`src/common/rrx_pkg.sv`:
```
/*
  Constants shared by the return and rotate execution unit: widths, field
  positions, reset values, cycle counts and the operation encoding.
  Assumes a core that decodes instructions upstream and hands over one
  operation code per instruction start.
*/
package rrx_pkg;

  // Data path widths
  localparam int DATA_W = 8;
  localparam int PC_W   = 15;
  localparam int ADDR_W = 7;

  // Field positions
  localparam int GIE_BIT   = 7;
  localparam int MSB_BIT   = 7;
  localparam int LSB_BIT   = 0;

  // Destination select encodings
  localparam logic DEST_WREG = 1'h0;
  localparam logic DEST_FILE = 1'h1;

  // Cycle counts
  localparam int RET_CYCLES = 2;
  localparam int ROT_CYCLES = 1;

  // Reset values
  localparam logic [7:0]  W_RST    = 8'h00;
  localparam logic [14:0] PC_RST   = 15'h0000;
  localparam logic [7:0]  ICR_RST  = 8'h00;
  localparam logic        C_RST    = 1'h0;

  // Operation codes presented with op_start
  typedef enum logic [2:0]
  {
    RRX_OP_NONE   = 3'h0,
    RRX_OP_RETFI  = 3'h1,
    RRX_OP_RETSUB = 3'h2,
    RRX_OP_RETLIT = 3'h3,
    RRX_OP_ROTL   = 3'h4,
    RRX_OP_ROTR   = 3'h5
  } rrx_op_t;

  // Sequencer states, one-hot
  typedef enum logic [2:0]
  {
    RRX_IDLE = 3'h1,
    RRX_RET2 = 3'h2,
    RRX_DONE = 3'h4
  } rrx_state_t;

endpackage : rrx_pkg

```
`src/design/rrx_exec.sv`:
```
/*
  Execution unit for the return instructions and the carry rotates.
  Assumes the core pops its return stack when pop_req pulses and presents
  the entry to be popped on top_of_stack with op_start, that file register
  data is presented on file_rdata with op_start, and that op_start is only
  raised while busy is low.
*/
`timescale 1ns/1ps

module rrx_exec #(
  parameter int DATA_W = rrx_pkg::DATA_W,
  parameter int PC_W   = rrx_pkg::PC_W,
  parameter int ADDR_W = rrx_pkg::ADDR_W
) (
  // Clock and reset
  input  wire logic              ref_clk,
  input  wire logic              nrst,
  // Instruction issue
  input  wire logic              op_start,
  input  wire logic [2:0]        op_code,
  input  wire logic [DATA_W-1:0] op_literal,
  input  wire logic [ADDR_W-1:0] op_faddr,
  input  wire logic              op_dest,
  // Return stack
  input  wire logic [PC_W-1:0]   top_of_stack,
  output logic                   pop_req,
  // File register port
  input  wire logic [DATA_W-1:0] file_rdata,
  output logic                   file_we,
  output logic [ADDR_W-1:0]      file_waddr,
  output logic [DATA_W-1:0]      file_wdata,
  // Architectural state
  output logic [PC_W-1:0]        pc,
  output logic [DATA_W-1:0]      wreg,
  output logic                   carry,
  output logic [DATA_W-1:0]      interrupt_control_reg,
  // Sequencing
  output logic                   busy,
  output logic                   done
);

  ////////////////////////////////////////////////////////////////////////////
  // Registers

  rrx_pkg::rrx_state_t state_q, state_d;
  logic [PC_W-1:0]   pc_q, pc_d;
  logic [DATA_W-1:0] w_q, w_d;
  logic              c_q, c_d;
  logic [DATA_W-1:0] icr_q, icr_d;
  logic              pop_q, pop_d;
  logic              we_q, we_d;
  logic [ADDR_W-1:0] wa_q, wa_d;
  logic [DATA_W-1:0] wd_q, wd_d;
  logic              done_q, done_d;
  logic [2:0]        pend_q, pend_d;
  logic              busy_q;

  ////////////////////////////////////////////////////////////////////////////
  // Decode
  //
  // A start is decoded in every state, but only the idle branch of the
  // sequencer acts on it: a start while busy is dropped, and codes
  // outside the table fall through with no effect at all.

  wire is_retfi  = op_start && (op_code == 3'(rrx_pkg::RRX_OP_RETFI));
  wire is_retsub = op_start && (op_code == 3'(rrx_pkg::RRX_OP_RETSUB));
  wire is_retlit = op_start && (op_code == 3'(rrx_pkg::RRX_OP_RETLIT));
  wire is_rotl   = op_start && (op_code == 3'(rrx_pkg::RRX_OP_ROTL));
  wire is_rotr   = op_start && (op_code == 3'(rrx_pkg::RRX_OP_ROTR));
  wire is_ret    = is_retfi || is_retsub || is_retlit;
  wire is_rot    = is_rotl || is_rotr;
  // Busy gets a flop of its own so the port never shows a decode of the
  // state bits; it is high exactly while the sequencer sits in the
  // second cycle of a return.
  wire busy_d    = (state_d == rrx_pkg::RRX_RET2);

  // Rotate results through carry
  // Carry in is the flag as it stands; the new carry is written in the
  // same cycle, so back to back rotates chain through it.
  wire [DATA_W-1:0] rotl_res =
    {file_rdata[DATA_W-2:0], c_q};
  wire [DATA_W-1:0] rotr_res =
    {c_q, file_rdata[DATA_W-1:1]};
  wire rotl_c = file_rdata[rrx_pkg::MSB_BIT];
  wire rotr_c = file_rdata[rrx_pkg::LSB_BIT];
  wire [DATA_W-1:0] rot_res = is_rotl ? rotl_res : rotr_res;
  wire rot_c = is_rotl ? rotl_c : rotr_c;
  wire rot_to_w    = is_rot && (op_dest == rrx_pkg::DEST_WREG);
  wire rot_to_file = is_rot && (op_dest == rrx_pkg::DEST_FILE);

  ////////////////////////////////////////////////////////////////////////////
  // Next state. Returns pop and load PC in their first cycle and commit W and the
  // interrupt enable in the second, so the core sees the new PC while the
  // pop is in flight; the trade is one register of pending opcode.

  always_comb
  begin
    state_d = state_q;
    pc_d    = pc_q;
    w_d     = w_q;
    c_d     = c_q;
    icr_d   = icr_q;
    pop_d   = 1'b0;
    we_d    = 1'b0;
    wa_d    = wa_q;
    wd_d    = wd_q;
    done_d  = 1'b0;
    pend_d  = pend_q;
    case (state_q)
      rrx_pkg::RRX_IDLE:
      begin
        if (is_ret)
        begin
          pop_d   = 1'b1;
          pc_d    = top_of_stack;
          pend_d  = op_code;
          wd_d    = op_literal;         // Literal held for the second cycle
          state_d = rrx_pkg::RRX_RET2;
        end
        else if (is_rot)
        begin
          c_d    = rot_c;
          done_d = 1'b1;
          if (rot_to_w)
            w_d = rot_res;
          if (rot_to_file)
          begin
            we_d = 1'b1;
            wa_d = op_faddr;
            wd_d = rot_res;
          end
        end
      end
      rrx_pkg::RRX_RET2:
      begin
        // Second cycle of a return; status and carry stay as they were
        // The literal has waited in the write data flop since the first
        // cycle, so the core need not hold op_literal.
        done_d  = 1'b1;
        state_d = rrx_pkg::RRX_IDLE;
        if (pend_q == 3'(rrx_pkg::RRX_OP_RETLIT))
          w_d = wd_q;
        if (pend_q == 3'(rrx_pkg::RRX_OP_RETFI))
          icr_d[rrx_pkg::GIE_BIT] = 1'b1;
      end
      default:
      begin
        state_d = rrx_pkg::RRX_IDLE;
      end
    endcase
  end

  ////////////////////////////////////////////////////////////////////////////
  // State registers. W is only written by a rotate to W or a literal
  // return, never by the other returns.

  always_ff @(posedge ref_clk)
  begin
    if (!nrst)
    begin
      state_q <= rrx_pkg::RRX_IDLE;
      pc_q    <= rrx_pkg::PC_RST;
      w_q     <= rrx_pkg::W_RST;
      c_q     <= rrx_pkg::C_RST;
      icr_q   <= rrx_pkg::ICR_RST;
      pop_q   <= 1'b0;
      we_q    <= 1'b0;
      wa_q    <= '0;
      wd_q    <= '0;
      done_q  <= 1'b0;
      pend_q  <= 3'(rrx_pkg::RRX_OP_NONE);
      busy_q  <= 1'b0;
    end
    else
    begin
      state_q <= state_d;
      pc_q    <= pc_d;
      w_q     <= w_d;
      c_q     <= c_d;
      icr_q   <= icr_d;
      pop_q   <= pop_d;
      we_q    <= we_d;
      wa_q    <= wa_d;
      wd_q    <= wd_d;
      done_q  <= done_d;
      pend_q  <= pend_d;
      busy_q  <= busy_d;
    end
  end

  ////////////////////////////////////////////////////////////////////////////
  // Outputs, all straight from flip-flops; busy is the registered
  // state, so a start in the cycle busy falls is accepted.
  // Limitation: the unit keeps no copy of the stack, so pc takes
  // whatever the core shows on top_of_stack at issue, even when the
  // stack is empty; underflow has to be caught by the core.
  // file_wdata also shows the held literal after a return.

  assign pc                    = pc_q;
  assign wreg                  = w_q;
  assign carry                 = c_q;
  assign interrupt_control_reg = icr_q;
  assign pop_req               = pop_q;
  assign file_we               = we_q;
  assign file_waddr            = wa_q;
  assign file_wdata            = wd_q;
  assign done                  = done_q;
  assign busy                  = busy_q;

endmodule : rrx_exec

```
`config.mk`:
```
export PLATFORM = sky130hd
export DESIGN_NAME = rrx_exec
export DESIGN_NICKNAME = d
export VERILOG_FILES = /design/src/common/rrx_pkg.sv /design/src/design/rrx_exec.sv
export SDC_FILE = /design/constraint.sdc
export NUM_CORES = 1
export LEC_CHECK = 0
export BUFFER_PORTS_ARGS = -buffer_cell sky130_fd_sc_hd__buf_2
export CAP_MARGIN = 20
export CORE_ASPECT_RATIO = 2
export CORE_MARGIN = 2
export CORE_UTILIZATION = 28
export CTS_BUF_LIST = sky130_fd_sc_hd__clkbuf_4
export DETAILED_ROUTE_END_ITERATION = 7
export GPL_ROUTABILITY_DRIVEN = 0
export GPL_TIMING_DRIVEN = 0
export SYNTH_ARGS = -nofsm -noshare
export SYNTH_HDL_FRONTEND = slang
export SYNTH_SLANG_ARGS = --single-unit
export TNS_END_PERCENT = 5
```
`constraint.sdc`:
```
create_clock -name ref_clk -period 1.4 [get_ports ref_clk]
set_input_delay 0 -clock ref_clk [delete_from_list [all_inputs] [get_ports ref_clk]]
set_output_delay 0 -clock ref_clk [all_outputs]
set_load 0.005 [all_outputs]
```
Yosys cells after proc, flatten, opt, wreduce, memory -nomap -nowiden
Index checks and enable logic that the tools add are counted.
{"block": "totals", "register_bits": 50, "in_bits": 45, "out_inout_bits": 51, "elab_cells": 69}
{"block": "classes", "n_eq_ne": 14, "muxes": 17, "bitwise_logic": 5, "reduce_logical": 21}
{"operator": "$mux W8", "n": 8}
{"operator": "$pmux W8 S2", "n": 1}
{"operator": "$eq A3 B2 Y1 const B", "n": 5}
{"operator": "$eq A3 B1 Y1 const B", "n": 3}
{"operator": "$ne A2 B2 Y1 const B", "n": 4}
{"operator": "$logic_and A1 B1 Y1", "n": 7}
{"operator": "$eq A3 B3 Y1 const B", "n": 2}
{"operator": "$mux W3", "n": 2}
{"operator": "$reduce_and A2 Y1", "n": 3}
{"operator": "$reduce_and A3 Y1", "n": 2}
{"operator": "$reduce_bool A2 Y1", "n": 3}
{"operator": "$mux W1", "n": 5}
{"operator": "$not A1 Y1", "n": 5}
{"operator": "$reduce_and A5 Y1", "n": 1}
{"operator": "$reduce_and A4 Y1", "n": 1}
{"operator": "$reduce_or A4 Y1", "n": 1}
{"operator": "$logic_or A1 B1 Y1", "n": 3}
{"operator": "$pmux W1 S2", "n": 1}

Logic depth before layout (Yosys ltp)
Gate-level depths: netlist (run 1).
{"block": "depth", "ltp_word": 8, "mapped_depth": 6, "mapped_depth_nobuf": 4}

Worst setup path after synthesis (run 1)
OpenSTA, ideal clock, no wires.
{"block": "synth_path", "path_kind": "register to register", "start": "register state_q[0]", "end": "register wd_q[0] (netlist: file_wdata[0])", "setup_ps": 117, "t_arrival_ps": 1427, "required_time_ps": 1283, "slack_ps": -145, "path_stages_with_launch": 6, "path_buffers": 1, "synth_period_minus_slack_ps": 1545, "cell_sequence": "dfxtp_1 > nor3b_4 > nand4_4 > and2_0 > clkbuf_1 > a32o_1"}
{"block": "synth_via", "elab_chain_cells": 2}
{"item": "start, declared", "line": "rrx_exec.sv:45", "text": "rrx_pkg::rrx_state_t state_q, state_d;"}
{"item": "start signal, assigned", "line": "rrx_exec.sv:161", "text": "state_q <= rrx_pkg::RRX_IDLE;"}
{"item": "start signal, assigned", "line": "rrx_exec.sv:176", "text": "state_q <= state_d;"}
{"item": "$eq A3 B1 Y1", "line": "rrx_exec.sv:109", "text": "case (state_q)"}
{"item": "$reduce_and A3 Y1 (no line)"}
{"item": "end signal, assigned", "line": "rrx_exec.sv:184", "text": "wd_q <= wd_d;"}
{"item": "end, declared", "line": "rrx_exec.sv:53", "text": "logic [DATA_W-1:0] wd_q, wd_d;"}
No other way between the ends.
A chain may end at the register's enable or synchronous reset.

Final worst setup path (run 1)
{"block": "layout_path", "start": "register state_q[0]", "end": "register w_q[3] (netlist: wreg[3])"}
{"block": "layout_via", "elab_chain_cells": 3, "elab_cells_between_ends": 9, "classes_between": "eq/ne (6); mux (1); reduce/logical (2)"}
{"item": "$eq A3 B2 Y1 / $eq A3 B1 Y1 (equally long branches)", "line": "rrx_exec.sv:109"}
{"item": "$ne A2 B2 Y1 (no line) / $reduce_bool A2 Y1 (equally long branches)"}
{"item": "$reduce_and A5 Y1 (no line)"}
{"item": "end signal, assigned", "line": "rrx_exec.sv:163", "text": "w_q <= rrx_pkg::W_RST;"}
{"item": "end signal, assigned", "line": "rrx_exec.sv:178", "text": "w_q <= w_d;"}
{"item": "end, declared", "line": "rrx_exec.sv:47", "text": "logic [DATA_W-1:0] w_q, w_d;"}
Parallel ways exist; a longest one is shown, timed or not.

==> summary.md, run 1 <==
| Metric | Value |
|---|---|
| Largest cells by area after synthesis | `dfxtp_1 (50%), a32o_1 (8.1%), mux2i_1 (8.1%), a22o_1 (7.5%), nand2_1 (3.6%)` |
| Clock root buffer master | `clkbuf_4` |
| Outcome | `complete, but fails checks` |
| Max-Cap Viols | `0` |
| Fmax | `between 600 and 700 MHz` |
| Setup slack after layout | `-91.0 ps` |
| Post-synthesis cell type count | `30` |
| Sink Count | `50` |
| Most used DFF post-synth | `dfxtp_1` |
| Synth top area share | `0.504` |
| Initial Util | `0.289` |
| Critical Path End Type | `flip-flop` |
| Lkg Pwr | `about 1.5 nW` |
| Antenna Nets Post-Route | `0` |
| Pre-antenna DRT Iters | `4` |
| RSZ-0062 raised after global routing | `yes` |
| Grt total ovfl | `0` |
| Syn. warnings | `0` |
| Clk_lat worst skew | `380 ps` |
| Die H | `around 120 microns` |
| Via count | `1913` |
| R2r startpoint | `state_q[0]$_SDFF_PN1_` |
| Arrival time worst endpoint | `about 1800 ps` |
| Mapped Cells | `roughly 190` |
| Violated checks | `negative setup slack` |
| Largest net degree at the start of global routing | `15` |
| DRC viols | `0` |
| Crit Path Max Fanout | `8` |
| CORE AREA | `0.00689 sq mm` |
| Clock transition at path regs | `about 140 ps` |
| Initial antenna violation count | `1` |
| Hold Crit Start | `op_start` |
| First-pass GRT wire length | `approximately 9400 microns` |
| Total track usage | `0.156` |
| Leading area contributor after synthesis | `dfxtp_1` |
| Critical Path RT | `between 1500 and 2000 ps` |
| IO Count | `96` |
| Critical path startpoint | `state_q[0]$_SDFF_PN1_` |
| Seq/Total Area, Yosys | `0.504` |
| DRT iter0 DRCs | `38` |
| Layout cell share with drive strength beyond 1 | `0.406` |
| Final wirelength | `~5800 microns` |
| #FFs+latches synth | `50` |
| Die X | `between 60 and 70 microns` |
| Routed WL per cell | `about 14 microns` |
| Dpl hpwl | `roughly 4200 microns` |
| H-Tree Depth | `2` |
| Row count | `43` |
| Die Footprint | `0.00783 sq mm` |
| Dpl ws | `-793 ps` |
| Vias per inst | `approximately 4.5` |
| Final Hold Viols | `0` |
| VDD IR max | `approximately 0.63 mV` |
| Asr flop ratio synth | `0` |
| Vias in the first global route | `approximately 2000` |
| Most common cell after layout, fill and taps aside | `buf_2` |
| Clk buf depth | `2` |
| EDFF count, synth | `0` |
| Clock buffer count from CTS | `5` |
| Synth Cell Area | `0.00199 sq mm` |
| Final setup fails | `16` |
| Syn-to-layout area delta | `56.7%` |
| Most frequent cells in the layout | `buf_2 (89), dfxtp_1 (48), dlygate4sd3_1 (35)` |
| CTS tree | `built` |
| Clock Skews | `around 13 ps` |
| Crit path time final | `between 1000 and 1500 ps` |
| Syn_area_per_cell | `approximately 11 sq um` |
| CP Launch Type | `flip-flop` |
| Fin nets | `approximately 370` |
| Fin. max-slew vios | `0` |
| Max FFs per register | `15` |
| Cell Pwr Density | `815 mW/mm^2` |
| Period utilization | `1.07` |
| Final hold slack | `~26 ps` |
| Port bufs | `87` |
| HP Class | `input pin to flip-flop` |
| Crit path kind | `flip-flop to flip-flop` |
==> report_power, final <==
part	internal [W]	total (W)	switching, W
combinational	0.000228	0.000394	0.000166
sequential	0.00146	0.00148	0.0000211
clock	0.000209	0.000664	0.000455
==> routing by layer <==
layer / vias to the layer above / wire, microns / GRT usage
met5: - / 0 / 0
met3: 11 / 272 / 0.0355
li1: 945 / - / -
met2: 70 / 3210 / 0.295
met1: 887 / 2170 / 0.153
met4: 0 / 170 / 0.0883
==> worst max-delay path, stage by stage, from the launching register on <==
cell and delay (ps):
dfxtp_2 380, nor3b_4 190, buf_6 150, nand4b_1 190, a21oi_4 330, a32o_1 210
==> final cells by class <==
cell class                      instances  area, sq um
Clock inverter                          2         8.76
Timing Repair Buffer                  129          862
Tap cell                               90          113
Fill cell                             727         3770
Clock buffer                            6         45.0
Buffer                                 14          108
Inverter                                3         11.3
Sequential cell                        50         1000
Antenna cell                            1         2.50
Multi-Input combinational cell        126          960
==> what timing repair did <==
item	CTS	global route
hold buffers	35	0
setup endpoints to repair	36	37
gates cloned	0	0
buffers inserted	7	0
pin swaps	10	7
endpoints found under the hold margin	34	0
gates resized for setup	13	11
==> per-stage QoR <==
| step | util | std cells | TNS [ps] | power [W] | cell area, sq um |
|---|---|---|---|---|---|
| finish | 0.452 | 421 | -755 | 0.00254 | 3110 |
| global route | 0.452 | 421 | -1970 | 0.00267 | 3110 |
| CTS | 0.448 | 420 | -1670 | 0.00256 | 3090 |
| detailed placement | 0.372 | 371 | -13680 | 0.00179 | 2560 |
| global placement | 0.372 | 371 | -12650 | 0.00179 | 2560 |
| floorplan | - | 194 | -1600 | 0.00166 | 2020 |
==> path summary, 6_finish.rpt <==
path | to | cells after the start | slack (ps)
setup / recovery | wreg[3]$_SDFFE_PN0P_ | 5 | -90
hold / removal | done$_SDFF_PN0_ | 3 | 30
setup reg to reg | wreg[3]$_SDFFE_PN0P_ | 5 | -90
hold reg to reg | pend_q[2]$_SDFFE_PN0P_ | 1 | 480
==> cells in the mapped netlist (all sizes together) (2+ instances only) <==
master and number:
a21oi 3, a22o 17, a31oi 2, a32o 16
and2 2, buf 10, clkbuf 5, dfxtp 50
inv 3, mux2i 16, nand2 19, nand3 2
nor2 14, nor2b 2, nor3b 3, or2 8
or2b 7
==> logic make-up after synthesis <==
| family | count (synthesis) | synth area share |
|---|---|---|
| simple gates | 62 | 0.181 |
| flops | 50 | 0.504 |
| compound gates | 40 | 0.182 |
| buf+inv | 18 | 0.0504 |
| mux | 16 | 0.0806 |
| other cells | 1 | 0.00189 |
Note: power is estimated with default switching activity, not from simulation.
==> inputs of run 2 (changes only) <==
- BUFFER_PORTS_ARGS: -buffer_cell sky130_fd_sc_hd__buf_2 -> not set
- CAP_MARGIN: 20 -> 40
- DONT_BUFFER_PORTS: not set -> 1
==> run 2 against run 1 <==
  * The run still ends with negative setup slack left
  * Non-clock buffer count shrank 74
  * Sequential power is essentially flat
  * Power grew 12%
  * Clock power grew 54%
  * Design area shrank 8.0%
  * Core utilization shrank 3.6 points
  * Critical path depth is the same
  * Highest routed layer unchanged
==> summary.md, run 2 (synthesis gave the netlist of run 1 again) <==
| Metric | Value |
|---|---|
| VDD IR max | `0.736 mV (was 0.628 mV)` |
| CP Depth | `5 (unchanged)` |
| Crit-path slowest cell | `dfxtp_4 (was dfxtp_2)` |
| Max FFs per register | `15 (unchanged)` |
| Row count | `43 (unchanged)` |
| Combinational power share | `0.117 (was 0.155)` |
| Placed Instances | `284 (was 371)` |
| Most frequent cells in the layout | `dfxtp_1 (48), dlygate4sd3_1 (43), nand2_1 (18) (was buf_2 (89), dfxtp_1 (48), dlygate4sd3_1 (35))` |
| Clk buf depth | `2 (unchanged)` |
| Fmax | `663 MHz (was 671 MHz)` |
| Fin. max-slew vios | `0 (unchanged)` |
| Die H | `123 microns (unchanged)` |
| CP Launch Type | `flip-flop (unchanged)` |
| Hold path cells | `2 (was 3)` |
| CTS tree | `built (unchanged)` |
| Cells along the critical path | `nor3b_4, buf_6, nand4b_1, and3_4, a32o_1 (was nor3b_4, buf_6, nand4b_1, a21oi_4, a32o_1)` |
| Clock buffer count from CTS | `5 (unchanged)` |
| Routed WL per cell | `16.3 microns (was 13.8 microns)` |
| Port bufs | `0 (was 87)` |
| Diode count | `0 (was 1)` |
| Antenna Nets Post-Route | `0 (unchanged)` |
| Critical Path RT | `1680 ps (was 1730 ps)` |
| Fin nets | `300 (was 374)` |
| Pre-antenna DRT Iters | `4 (unchanged)` |
| Final Hold Viols | `0 (unchanged)` |
| Dpl hpwl | `3890 microns (was 4160 microns)` |
| Fill cells | `703 (was 727)` |
| Vias per inst | `4.92 (was 4.54)` |
| Area of the multi-input gates | `965 sq um (was 960 sq um)` |
| Worst Path Buf+Inv | `1 (unchanged)` |
| Clock root buffer master | `clkbuf_4 (unchanged)` |
| Hold Crit Endpoint | `wreg[7]$_SDFFE_PN0P_ (was done$_SDFF_PN0_)` |
| Die Footprint | `0.00783 sq mm (unchanged)` |
| Pwr Total | `0.00284 W (was 0.00254 W)` |
| First-pass GRT wire length | `8950 microns (was 9400 microns)` |
| Largest net degree at the start of global routing | `16 (was 15)` |
| Violated checks | `negative setup slack (unchanged)` |
| Psw | `0.000639 W (was 0.000641 W)` |
| Crit path kind | `flip-flop to flip-flop (unchanged)` |
| Top delay family on crit path | `simple AND/OR/NAND/NOR gates (was compound AO/OA/AOI/OAI gates)` |
| Clock Skews | `13.5 ps (was 12.9 ps)` |
| Via count | `1702 (was 1913)` |
| DRT iter0 DRCs | `32 (was 38)` |
| Clock transition at path regs | `140 ps (about the same)` |
| Post-Layout Cell Count | `346 (was 421)` |
| Die X | `63.6 microns (unchanged)` |
| Syn-to-layout area delta | `44.1% (was 56.7%)` |
| H-Tree Depth | `2 (unchanged)` |
| Layout cell share with drive strength beyond 1 | `0.207 (was 0.406)` |
| Critical Path End Type | `flip-flop (unchanged)` |
| Vias in the first global route | `1835 (was 1999)` |
| End of the worst register-to-register path | `wreg[3]$_SDFFE_PN0P_ (unchanged)` |
| CORE AREA | `0.00689 sq mm (unchanged)` |
| FF-to-FF setup slack | `-110 ps (was -90 ps)` |
| Sequential Area | `0.00101 sq mm (was 0.00100 sq mm)` |
| Lkg Pwr | `1.18 nW (was 1.51 nW)` |
| Crit path time final | `1510 ps (was 1490 ps)` |
| Clk_lat worst skew | `380 ps (about the same)` |
| Initial Util | `0.289 (unchanged)` |
| Total track usage | `0.149 (was 0.156)` |
| Sw Ratio | `0.225 (was 0.253)` |
| Register share of total power | `0.524 (was 0.583)` |
| HP Class | `input pin to flip-flop (unchanged)` |
| Outcome | `complete, but fails checks (unchanged)` |
| Crit Path Max Fanout | `8 (unchanged)` |
| Cell Pwr Density | `991 mW/mm^2 (was 815 mW/mm^2)` |
| DRC viols | `0 (unchanged)` |
| Hold Crit Start | `nrst (was op_start)` |
| Clk network pwr share | `0.359 (was 0.262)` |
| Internal | `0.00220 W (was 0.00189 W)` |
| R2r startpoint | `state_q[2]$_SDFF_PN0_ (was state_q[0]$_SDFF_PN1_)` |
| Final setup fails | `16 (unchanged)` |
| Setup slack after layout | `-108 ps (was -91.0 ps)` |
| Period utilization | `1.08 (was 1.07)` |
| Path depth of the worst reg2reg path | `5 (unchanged)` |
| Max-Cap Viols | `0 (unchanged)` |
| Most common cell after layout, fill and taps aside | `dfxtp_1 (was buf_2)` |
| Sink Count | `50 (unchanged)` |
| IO Count | `96 (unchanged)` |
| Initial antenna violation count | `0 (was 1)` |
| RSZ-0062 raised after global routing | `yes (unchanged)` |
| Core Util, Final | `0.416 (was 0.452)` |
| Arrival time worst endpoint | `1790 ps (was 1820 ps)` |
| Final wirelength | `5640 microns (was 5820 microns)` |
| Grt total ovfl | `0 (unchanged)` |
| Max incr delay on CP | `390 ps (was 380 ps)` |
run 2: changes by cell type in the layout (fill, tap and decap cells not counted), moves of 2 or more:
| cell | delta |
|---|---|
| buf_2 | -87 |
| bufinv_16 | +2 |
| buf_4 | +3 |
| dlygate4sd3_1 | +8 |
run 2: worst max path at each step:
stage | start | end | slack [ps]
after global placement | state_q[1]$_SDFF_PN0_ | wreg[2]$_SDFFE_PN0P_ | -770
after detailed placement | state_q[1]$_SDFF_PN0_ | wreg[3]$_SDFFE_PN0P_ | -800
after CTS | state_q[2]$_SDFF_PN0_ | wreg[3]$_SDFFE_PN0P_ | -60
after global routing | state_q[2]$_SDFF_PN0_ | wreg[2]$_SDFFE_PN0P_ | -160
after floorplan | state_q[1]$_SDFF_PN0_ | file_wdata[0]$_SDFFE_PN0P_ | -90
final | state_q[2]$_SDFF_PN0_ | wreg[3]$_SDFFE_PN0P_ | -110
run 2: cell type report:
class                   count  area share
clock buffers               5      0.0131
plain buffers              14      0.0372
repair buffers             55       0.196
flip-flops and latches     50       0.351
multi-input cells         126       0.337
well taps                  90      0.0393
inverters                   3     0.00393
clock inverters             3      0.0223
run 2: per-layer routing:
metal,wire length (microns),GRT usage,part of all wire,up-vias
li1,-,-,-,799
met1,2020,0.139,0.36,814
met2,3010,0.281,0.53,75
met3,435,0.0473,0.077,14
met4,178,0.0788,0.032,0
met5,0,0,0,-
run 2: stage by stage:
stage | area [sq um] | setup TNS, ps | setup slack [ps] | hold slack [ps]
2_1_floorplan | 2020 | -1600 | -91.9 | 126
3_3_place_gp | 2130 | -12890 | -772 | 127
3_5_place_dp | 2130 | -13640 | -800 | 130
4_1_cts | 2850 | -827 | -58.6 | 4.73
5_1_grt | 2860 | -2420 | -159 | 7.11
6_report | 2860 | -1540 | -108 | 9.83
run 2: what timing repair did:
item                                    CTS  global route
endpoints found under the hold margin    46             0
buffers inserted                         12             0
hold buffers                             43             0
gates resized for setup                  19             7
cloned                                    0             0
pin swaps                                 9             2
endpoints found under the setup margin   36            42
run 2: power by group through the flow:
stage | Combinational [W] | Sequential, W | Clock (W)
6_report | 0.000330 | 0.00149 | 0.00102
5_1_grt | 0.000358 | 0.00149 | 0.00110
4_1_cts | 0.000323 | 0.00149 | 0.00105
3_5_place_dp | 0.000179 | 0.00152 | 0
3_3_place_gp | 0.000176 | 0.00152 | 0
2_1_floorplan | 0.000146 | 0.00151 | 0
run 2: worst register-to-register path, stage by stage, from the launching register on:
cell and delay (ps):
dfxtp_4 390, nor3b_4 220, buf_6 150, nand4b_1 190, and3_4 270, a32o_1 200
==> inputs of run 3 (changes only) <==
- PLACE_DENSITY_LB_ADDON: not set -> 0.25
==> run 3 against run 2 <==
  * The run still ends with negative setup slack left
  * Critical path depth unchanged
  * Clock skew down 9.6 ps
  * Global-route usage up 0.75 points
  * Maximum frequency up 0.92%
  * Power up 0.24%
  * Highest routed layer unchanged
==> summary.md, run 3 (synthesis gave the netlist of run 1 again) <==
| Metric | Value |
|---|---|
| Cells along the critical path | `nor3b_4, buf_6, nand4b_1, and3_4, a32o_1 (unchanged)` |
| Most common cell after layout, fill and taps aside | `dfxtp_1 (unchanged)` |
| Post-Layout Cell Count | `344 (was 346)` |
| CP Launch Type | `flip-flop (unchanged)` |
| Crit-path slowest cell | `dfxtp_2 (was dfxtp_4)` |
| Syn-to-layout area delta | `43.5% (was 44.1%)` |
| R2r startpoint | `state_q[0]$_SDFF_PN1_ (was state_q[2]$_SDFF_PN0_)` |
| Hold Crit Endpoint | `wreg[2]$_SDFFE_PN0P_ (was wreg[7]$_SDFFE_PN0P_)` |
| Fmax | `669 MHz (was 663 MHz)` |
| Total track usage | `0.156 (was 0.149)` |
| Clk_lat worst skew | `370 ps (was 380 ps)` |
| Crit path kind | `flip-flop to flip-flop (unchanged)` |
| Via count | `1642 (was 1702)` |
| Combinational power share | `0.117 (about the same)` |
| Lkg Pwr | `1.17 nW (was 1.18 nW)` |
| Violated checks | `negative setup slack (unchanged)` |
| Hold path cells | `2 (unchanged)` |
| Fin nets | `298 (was 300)` |
| VDD IR max | `0.709 mV (was 0.736 mV)` |
| Final setup fails | `16 (unchanged)` |
| Die H | `123 microns (unchanged)` |
| Crit Path Max Fanout | `8 (unchanged)` |
| IO Count | `96 (unchanged)` |
| H-Tree Depth | `2 (unchanged)` |
| CORE AREA | `0.00689 sq mm (unchanged)` |
| Psw | `0.000641 W (was 0.000639 W)` |
| Clk network pwr share | `0.360 (was 0.359)` |
| Period utilization | `1.07 (was 1.08)` |
| Port bufs | `0 (unchanged)` |
| CTS tree | `built (unchanged)` |
| DRC viols | `0 (unchanged)` |
| Max-Cap Viols | `0 (unchanged)` |
| Crit path time final | `1490 ps (was 1510 ps)` |
| Hold Crit Start | `nrst (unchanged)` |
| Clock buffer count from CTS | `5 (unchanged)` |
| Worst Path Buf+Inv | `1 (unchanged)` |
| Clock root buffer master | `clkbuf_4 (unchanged)` |
| Die Footprint | `0.00783 sq mm (unchanged)` |
| Internal | `0.00220 W (about the same)` |
| RSZ-0062 raised after global routing | `yes (unchanged)` |
| Clk buf depth | `2 (unchanged)` |
| Clock transition at path regs | `150 ps (was 140 ps)` |
| Final Hold Viols | `0 (unchanged)` |
| Final wirelength | `5690 microns (was 5640 microns)` |
| Diode count | `0 (unchanged)` |
| Sequential Area | `0.00100 sq mm (was 0.00101 sq mm)` |
| Max FFs per register | `15 (unchanged)` |
| FF-to-FF setup slack | `-90 ps (was -110 ps)` |
| Cell Pwr Density | `997 mW/mm^2 (was 991 mW/mm^2)` |
| DRT iter0 DRCs | `37 (was 32)` |
| Sink Count | `50 (unchanged)` |
| Fill cells | `716 (was 703)` |
| Die X | `63.6 microns (unchanged)` |
| Grt total ovfl | `0 (unchanged)` |
| Critical Path RT | `1680 ps (about the same)` |
| Critical Path End Type | `flip-flop (unchanged)` |
| Layout cell share with drive strength beyond 1 | `0.197 (was 0.207)` |
| Path depth of the worst reg2reg path | `5 (unchanged)` |
| Pre-antenna DRT Iters | `4 (unchanged)` |
| Clock Skews | `3.93 ps (was 13.5 ps)` |
| Setup slack after layout | `-94.5 ps (was -108 ps)` |
| End of the worst register-to-register path | `wreg[6]$_SDFFE_PN0P_ (was wreg[3]$_SDFFE_PN0P_)` |
| Top delay family on crit path | `simple AND/OR/NAND/NOR gates (unchanged)` |
| First-pass GRT wire length | `9160 microns (was 8950 microns)` |
| Fin. max-slew vios | `0 (unchanged)` |
| Area of the multi-input gates | `960 sq um (was 965 sq um)` |
| Largest net degree at the start of global routing | `16 (unchanged)` |
| Arrival time worst endpoint | `1770 ps (was 1790 ps)` |
| Initial Util | `0.289 (unchanged)` |
| Outcome | `complete, but fails checks (unchanged)` |
| Register share of total power | `0.523 (was 0.524)` |
| HP Class | `input pin to flip-flop (unchanged)` |
| Vias per inst | `4.77 (was 4.92)` |
| Vias in the first global route | `1771 (was 1835)` |
| Max incr delay on CP | `390 ps (about the same)` |
| Dpl hpwl | `3880 microns (was 3890 microns)` |
| Most frequent cells in the layout | `dfxtp_1 (47), dlygate4sd3_1 (44), nand2_1 (18) (was dfxtp_1 (48), dlygate4sd3_1 (43), nand2_1 (18))` |
| Antenna Nets Post-Route | `0 (unchanged)` |
| Final hold slack | `28.3 ps (was 9.83 ps)` |
| Placed Instances | `284 (unchanged)` |
| Routed WL per cell | `16.5 microns (was 16.3 microns)` |
| Initial antenna violation count | `0 (unchanged)` |
| Row count | `43 (unchanged)` |
| Sw Ratio | `0.226 (was 0.225)` |
==> run 3: cell count changes in the layout (fill, tap and decap cells not counted) <==
cell and delta:
buf_2 -1, nand3_1 +1, clkbuf_4 +1, dfxtp_1 -1
dlygate4sd3_1 +1, clkbuf_8 -1, dfxtp_2 +2, nand3_2 -1
buf_4 -3, buf_8 +2, dfxtp_4 -1, buf_6 -1
==> run 3: metal layers <==
layer	vias up	GRT usage	share of wire
met5	-	0	0
met4	0	0.0611	0.017
met3	6	0.0455	0.066
met2	66	0.302	0.57
met1	781	0.152	0.35
li1	789	-	-
==> run 3: what timing repair did <==
action / in CTS / in global routing
setup buffers: 9 / 0
resized for setup: 19 / 7
endpoints found under the hold margin: 46 / 0
setup endpoints to repair: 44 / 42
hold buffers: 44 / 0
pin swaps: 8 / 16
==> run 3: power groups by stage <==
stage / registers, W / logic [W] / clock network [W]
2_1_floorplan: 0.00151 / 0.000146 / 0
3_3_place_gp: 0.00152 / 0.000180 / 0
3_5_place_dp: 0.00152 / 0.000182 / 0
4_1_cts: 0.00149 / 0.000327 / 0.00107
5_1_grt: 0.00149 / 0.000365 / 0.00111
6_report: 0.00149 / 0.000332 / 0.00102
==> run 3: layout make-up <==
type                            instances  share of cell area
Buffer                                 14              0.0399
Clock buffer                            5              0.0132
Clock inverter                          3              0.0224
Inverter                                3             0.00395
Multi-Input combinational cell        126               0.337
Sequential cell                        50               0.352
Tap cell                               90              0.0395
Timing Repair Buffer                   53               0.192
==> run 3: metrics by stage <==
step / TNS, ps / power, W / utilization / setup WS [ps] / area [sq um]
finish: -783 / 0.00284 / 0.414 / -94.5 / 2850
global route: -3130 / 0.00297 / 0.414 / -181 / 2850
CTS: -965 / 0.00288 / 0.412 / -58.8 / 2840
detailed placement: -15560 / 0.00170 / 0.309 / -918 / 2130
global placement: -14210 / 0.00170 / 0.309 / -903 / 2130
floorplan: -1600 / 0.00166 / - / -91.9 / 2020
==> run 3: how the worst max path moves through the flow <==
stage	from	end	cells after the start	slack (ps)
after floorplan	state_q[1]$_SDFF_PN0_	file_wdata[0]$_SDFFE_PN0P_	5	-90
after global placement	state_q[1]$_SDFF_PN0_	wreg[1]$_SDFFE_PN0P_	4	-900
after detailed placement	state_q[1]$_SDFF_PN0_	wreg[4]$_SDFFE_PN0P_	4	-920
after CTS	state_q[0]$_SDFF_PN1_	wreg[3]$_SDFFE_PN0P_	5	-60
after global routing	state_q[0]$_SDFF_PN1_	wreg[6]$_SDFFE_PN0P_	5	-180
final	state_q[0]$_SDFF_PN1_	wreg[6]$_SDFFE_PN0P_	5	-90
